`src/logic/sebs_pkg.sv`:
```
// Package of constants and types for the servo enable and brake sequencer
// Summary of operation
// Servo ready rises only while initialisation is done and main power is present together.
// Protection becomes effective 1.5 s after initialisation starts.
// The host settles the travel inhibits and scale input before the start-up interval ends.
// Servo enable seen during the start-up interval is ignored until the interval has passed.
// On servo-off or alarm in motion the brake engages after the shorter of the moving delay and slowdown.
// An alarm at standstill engages the brake with zero delay.
// Servo-off at standstill engages the brake after the standstill delay setting.
// Servo-on is not accepted until measured speed is below the slow threshold.
// Servo enable re-asserted during deceleration waits until the motor has stopped.
// The brake release output low engages the brake and high opens it.
// The host stops the motor before toggling servo enable in normal operation.
// Energisation is removed and the motor free-runs before the brake delay counts.
// Speed is compared against a fixed threshold every control cycle.
package sebs_pkg;
	localparam int CLK_HZ = 50000000;
	localparam int STARTUP_MS = 1500;
	localparam int STARTUP_CYC = STARTUP_MS * (CLK_HZ / 1000);
	localparam int SPEED_W = 16;
	localparam logic [SPEED_W-1:0] SLOW_RPM = 16'h001E;
	localparam int DELAY_W = 16;
	localparam int DELAY_UNIT_US = 1000;
	localparam int DELAY_UNIT_CYC = DELAY_UNIT_US * (CLK_HZ / 1000000);
	localparam logic [DELAY_W-1:0] DELAY_RST = 16'h0000;
	localparam logic [31:0] CNT_RST = 32'h00000000;

	typedef enum logic [2:0] {
		SEBS_ST_STARTUP = 3'b000,
		SEBS_ST_OFF = 3'b001,
		SEBS_ST_ON = 3'b010,
		SEBS_ST_BRAKE_WAIT = 3'b011,
		SEBS_ST_FREE_RUN = 3'b100
	} sebs_state_t;

	// Host facing control levels, all from pins
	typedef struct packed {
		logic servo_enable_in;
		logic alarm;
		logic init_done;
		logic main_power;
		logic cw_travel_inhibit;
		logic ccw_travel_inhibit;
	} sebs_ctl_t;

	// Delay settings in millisecond units
	typedef struct packed {
		logic [DELAY_W-1:0] standstill_brake_delay;
		logic [DELAY_W-1:0] moving_brake_delay;
	} sebs_cfg_t;
endpackage : sebs_pkg

```
`src/logic/sebs_seq.sv`:
```
// Servo enable and holding brake sequencer
`timescale 1ns/1ns
module sebs_seq #(
	parameter int STARTUP_CYCLES = sebs_pkg::STARTUP_CYC,
	parameter int DELAY_UNIT_CYCLES = sebs_pkg::DELAY_UNIT_CYC
) (
	input wire logic clk_i,
	input wire logic rst_b_i,
	input wire logic ce_i,
	input wire sebs_pkg::sebs_ctl_t ctl_i,
	input wire sebs_pkg::sebs_cfg_t cfg_i,
	input wire logic [sebs_pkg::SPEED_W-1:0] speed_i,
	output logic servo_ready_o,
	output logic protect_active_o,
	output logic energise_o,
	output logic brake_release_out_o,
	output logic travel_fault_o
);
	import sebs_pkg::*;

	sebs_ctl_t ctl_s1_reg, ctl_s2_reg;
	sebs_state_t state_reg, state_next;
	logic [31:0] start_cnt_reg;
	logic [31:0] unit_cnt_reg;
	logic [DELAY_W-1:0] ms_cnt_reg;
	logic [DELAY_W-1:0] limit_reg;
	logic ready_reg, protect_reg, energise_reg, brake_reg, fault_reg;

	// Pins pass two flops before any logic reads them
	always_ff @(posedge clk_i) begin
		if (!rst_b_i) begin
			ctl_s1_reg <= '0;
			ctl_s2_reg <= '0;
		end else if (ce_i) begin
			ctl_s1_reg <= ctl_i;
			ctl_s2_reg <= ctl_s1_reg;
		end
	end

	// Speed comes from on-chip logic and is compared each cycle
	wire slow_w = (speed_i < SLOW_RPM);
	wire startup_over_w = (start_cnt_reg >= 32'(STARTUP_CYCLES));
	wire ready_w = ctl_s2_reg.init_done & ctl_s2_reg.main_power;
	wire stop_req_w = ~ctl_s2_reg.servo_enable_in | ctl_s2_reg.alarm;
	wire delay_done_w = (ms_cnt_reg >= limit_reg);
	wire unit_tick_w = (unit_cnt_reg >= 32'(DELAY_UNIT_CYCLES - 1));
	wire on_ok_w = ready_w & ctl_s2_reg.servo_enable_in & ~ctl_s2_reg.alarm & slow_w;

	// Sequence transitions
	always_comb begin
		state_next = state_reg;
		case (state_reg)
			SEBS_ST_STARTUP: begin
				if (startup_over_w)
					state_next = SEBS_ST_OFF;
			end
			SEBS_ST_OFF: begin
				if (on_ok_w)
					state_next = SEBS_ST_ON;
			end
			SEBS_ST_ON: begin
				if (stop_req_w | ~ready_w) begin
					if (slow_w && ctl_s2_reg.alarm)
						state_next = SEBS_ST_OFF;
					else if (slow_w)
						state_next = SEBS_ST_BRAKE_WAIT;
					else
						state_next = SEBS_ST_FREE_RUN;
				end
			end
			SEBS_ST_BRAKE_WAIT: begin
				if (delay_done_w)
					state_next = SEBS_ST_OFF;
			end
			SEBS_ST_FREE_RUN: begin
				if (delay_done_w | slow_w)
					state_next = SEBS_ST_OFF;
			end
			default: state_next = SEBS_ST_STARTUP;
		endcase
	end

	// Start-up timer counts from release of reset, saturates
	always_ff @(posedge clk_i) begin
		if (!rst_b_i) begin
			start_cnt_reg <= CNT_RST;
		end else if (ce_i && !startup_over_w) begin
			start_cnt_reg <= start_cnt_reg + 32'h00000001;
		end
	end

	// Delay counter restarts on entry to a brake wait, after energy is cut
	always_ff @(posedge clk_i) begin
		if (!rst_b_i) begin
			unit_cnt_reg <= CNT_RST;
			ms_cnt_reg <= DELAY_RST;
			limit_reg <= DELAY_RST;
		end else if (ce_i) begin
			if (state_reg == SEBS_ST_ON) begin
				unit_cnt_reg <= CNT_RST;
				ms_cnt_reg <= DELAY_RST;
				limit_reg <= slow_w ? cfg_i.standstill_brake_delay : cfg_i.moving_brake_delay;
			end else if (unit_tick_w) begin
				unit_cnt_reg <= CNT_RST;
				if (!delay_done_w)
					ms_cnt_reg <= ms_cnt_reg + 16'h0001;
			end else begin
				unit_cnt_reg <= unit_cnt_reg + 32'h00000001;
			end
		end
	end

	// State and registered outputs
	always_ff @(posedge clk_i) begin
		if (!rst_b_i) begin
			state_reg <= SEBS_ST_STARTUP;
			ready_reg <= 1'b0;
			protect_reg <= 1'b0;
			energise_reg <= 1'b0;
			brake_reg <= 1'b0;
			fault_reg <= 1'b0;
		end else if (ce_i) begin
			state_reg <= state_next;
			ready_reg <= ready_w;
			protect_reg <= startup_over_w;
			// Energy drops the moment the sequence leaves ON
			energise_reg <= (state_next == SEBS_ST_ON);
			// Brake stays open while energised or during a delay
			brake_reg <= (state_next == SEBS_ST_ON) || (state_next == SEBS_ST_BRAKE_WAIT) ||
				(state_next == SEBS_ST_FREE_RUN);
			// Travel inhibits only count once protection is live
			fault_reg <= startup_over_w & (ctl_s2_reg.cw_travel_inhibit | ctl_s2_reg.ccw_travel_inhibit);
		end
	end

	assign servo_ready_o = ready_reg;
	assign protect_active_o = protect_reg;
	assign energise_o = energise_reg;
	assign brake_release_out_o = brake_reg;
	assign travel_fault_o = fault_reg;
endmodule : sebs_seq

```
`config.mk`:
```
export PLATFORM = sky130hd
export DESIGN_NAME = sebs_seq
export DESIGN_NICKNAME = d
export VERILOG_FILES = /design/src/logic/sebs_pkg.sv /design/src/logic/sebs_seq.sv
export SDC_FILE = /design/constraint.sdc
export NUM_CORES = 1
export LEC_CHECK = 0
export ABC_AREA = 1
export BUFFER_PORTS_ARGS = -buffer_cell sky130_fd_sc_hd__buf_2
export CAP_MARGIN = 20
export CORE_UTILIZATION = 60
export DETAILED_ROUTE_END_ITERATION = 7
export PLACE_DENSITY = 0.78
export SYNTH_ARGS = -nofsm -noshare
export SYNTH_HDL_FRONTEND = slang
export SYNTH_SLANG_ARGS = --single-unit
```
`constraint.sdc`:
```
create_clock -name clk_i -period 4.14 [get_ports clk_i]
set_input_delay 0 -clock clk_i [delete_from_list [all_inputs] [get_ports clk_i]]
set_output_delay 0 -clock clk_i [all_outputs]
set_load 0.02 [all_outputs]
```
==> metrics.csv <==
metric;value;unit
core;9820;um^2
yosysTopAreaCellShare;0.382;
min-delay-path-class;in -> reg;
path_clk_slew;0.06;ns
worst_r2r_path_depth;6;
p_clk_frac;0.568;
synth_nets;957;
holdCritStartpoint;ce_i;
clock_latency;0.52;ns
grt_max_degree;35;
hold_depth;3;
synth_area_per_cell;6.91;um^2
dpl.hpwl;9.27;mm
combPwrFrac;0.042;
cp-start-kind;flop;
diodes;0;
ys_ff_latch;116;
viasPerCell;5.34;
numCtsBuffers;17;
critPathMaxStageDelay;0.62;ns
peakVddDrop;0.523;mV
rr_startpoint;state_reg[2];
path_class;reg -> reg;
final_nets;1048;
p_switching;600;uW
netlist_instances;880;
vias;5965;
r2r_slack;1.61;ns
ios;62;
grt_pass1_wl;24.7;mm
slew_viol_final;0;
status;completed;
clock_skew;0.00995;ns
yosysUniqueCellTypes;39;
cpLargestDelayFamily;buffers and inverters;
hold_viol_final;0;
portBuffers;60;
synth_top_area_cell;dfxtp_1;
yosys-top-cells-area;dfxtp_1 (38%), nor2_1 (10%), nand2_1 (10%);
yosys_warnings;0;
ant_nets;0;
drt_iter0_markers;300;
critPathCaptureType;flop;
num_rows;36;
post-route-period-util;0.612;
drive_gt1_frac;0.130;
pwr-share-seq;0.391;
max_freq;395;MHz
crit_fanout;16;
die_y;103;um
wl_per_cell;12.9;um
power;2.91;mW
crit_required;4.60;ns
netlist_area;6080;um^2
cp_slowest_cell;dlygate4sd3_1;
grt_usage;0.298;
timing.rr.end;limit_reg[1];
firstDrtPassIters;6;
cp.arrival;2.99;ns
grt_pass1_vias;5748;
finalSetupViolations;0;
seq_area_frac_synth;0.382;
tightest_slew;0.825;ns
tns;0;ns
gr-total-overflow;0;
antenna_found_initial;0;
finalInstanceArea;7500;um^2
initial_core_util;0.619;
layout_common_cells;nor2_1 (168), nand2_1 (167), dfxtp_1 (116);
fp.dieW;103;um
cts_root_buffer;clkbuf_8;
cts_tree;yes;
leakagePower;3.13;nW
drv_cap;0;
layout_commonest_cell;nor2_1;
p_int;2.31;mW
slew_headroom;0.446;
min_to;unit_cnt_reg[30];
drc_errors;0;
cts_buffer_depth;2;
die_area;10500;um^2
pwr_density_cell;388;nW/um^2
gp_congestion;0.922;
crit_buf_inv;3;
switching_share;0.206;
htree_levels;4;
grt_setup_unrepaired;false;
routed_wl;14.5;mm
area_growth;23.3;%
cts_sinks;116;
final.min_clock_period;2.53;ns
placed_area;6440;um^2
cp_cell_sequence;inv_1 -> nand3_4 -> inv_4 -> nand3_1 -> o32ai_1 -> dlygate4sd3_1;
-- metrics by stage --
stage | utilization | instances | hold WS (ns) | worst slack (ns)
after global routing | 0.764 | 1117 | 0.0400 | 1.45
after detailed placement | 0.655 | 1046 | 0.229 | 1.94
after CTS | 0.764 | 1117 | 0.00338 | 1.71
after floorplan | - | 880 | 0.135 | 2.35
final | 0.764 | 1117 | 0.0213 | 1.61
after global placement | 0.655 | 1046 | 0.221 | 2.00
-- power groups by stage --
stage	sequential [mW]	clock, mW	combinational (mW)
CTS	1.14	1.67	0.118
floorplan	1.16	0	0.0607
global route	1.14	1.72	0.135
finish	1.14	1.65	0.121
detailed placement	1.16	0	0.101
global placement	1.16	0	0.0979
-- cells by family after synthesis --
logic type	synth area share
flip-flops	0.382
AND/OR/NAND/NOR	0.338
adder cells (fa/ha/maj)	0.0412
buffers and inverters	0.0872
XOR/XNOR	0.0461
AO/OA/AOI/OAI	0.105
-- synth_stat cells (all sizes together) --
library cell	count
nand2	179
nor2	170
dfxtp	116
inv	98
a21oi	60
nand3	51
nor3	39
xor2	29
o21ai	24
ha	20
nand4	20
clkbuf	18
o32ai	16
buf	15
nor3b	7
nor4	4
o211ai	3
xnor2	3
and3	2
or2	2
a211oi	1
clkinv	1
nand3b	1
o31ai	1
-- worst max path at each step --
stage,start,slack [ns],to,cells past startpoint
2_1_floorplan,ms_cnt_reg[7],2.35,ms_cnt_reg[5],13
3_3_place_gp,ms_cnt_reg[7],2.00,ms_cnt_reg[1],11
3_5_place_dp,ms_cnt_reg[10],1.94,ms_cnt_reg[2],11
4_1_cts,state_reg[2],1.71,limit_reg[2],6
5_1_grt,state_reg[2],1.45,limit_reg[5],6
6_report,state_reg[2],1.61,limit_reg[1],6
-- worst reg2reg max path, delay by kind of cell (launching register included) --
kind / cells / cell delay (ns)
buffers and inverters: 3 / 0.96
AO/OA/AOI/OAI: 1 / 0.49
flip-flops: 1 / 0.31
AND/OR/NAND/NOR: 2 / 0.71
-- per-layer routing --
layer,vias up,share of wire,track usage
li1,3047,-,-
met1,2775,0.44,0.346
met2,121,0.51,0.539
met3,22,0.038,0.0685
met4,0,0.014,0.0978
met5,-,0,0
-- timing repair --
item                                   4_1_cts  5_1_grt
hold buffers                                39        0
setup buffers                                0        0
endpoints found under the hold margin       31        0
gates resized for setup                      0        0
-- final cells by class --
type,count,area (um^2)
clock inverters,13,229
repair buffers,105,736
well taps,133,166
clock buffers,19,442
inverters,99,374
flip-flops and latches,116,2320
multi-input cells,632,3230
fillers,748,2320
Note: power is estimated with default switching activity, not from simulation.
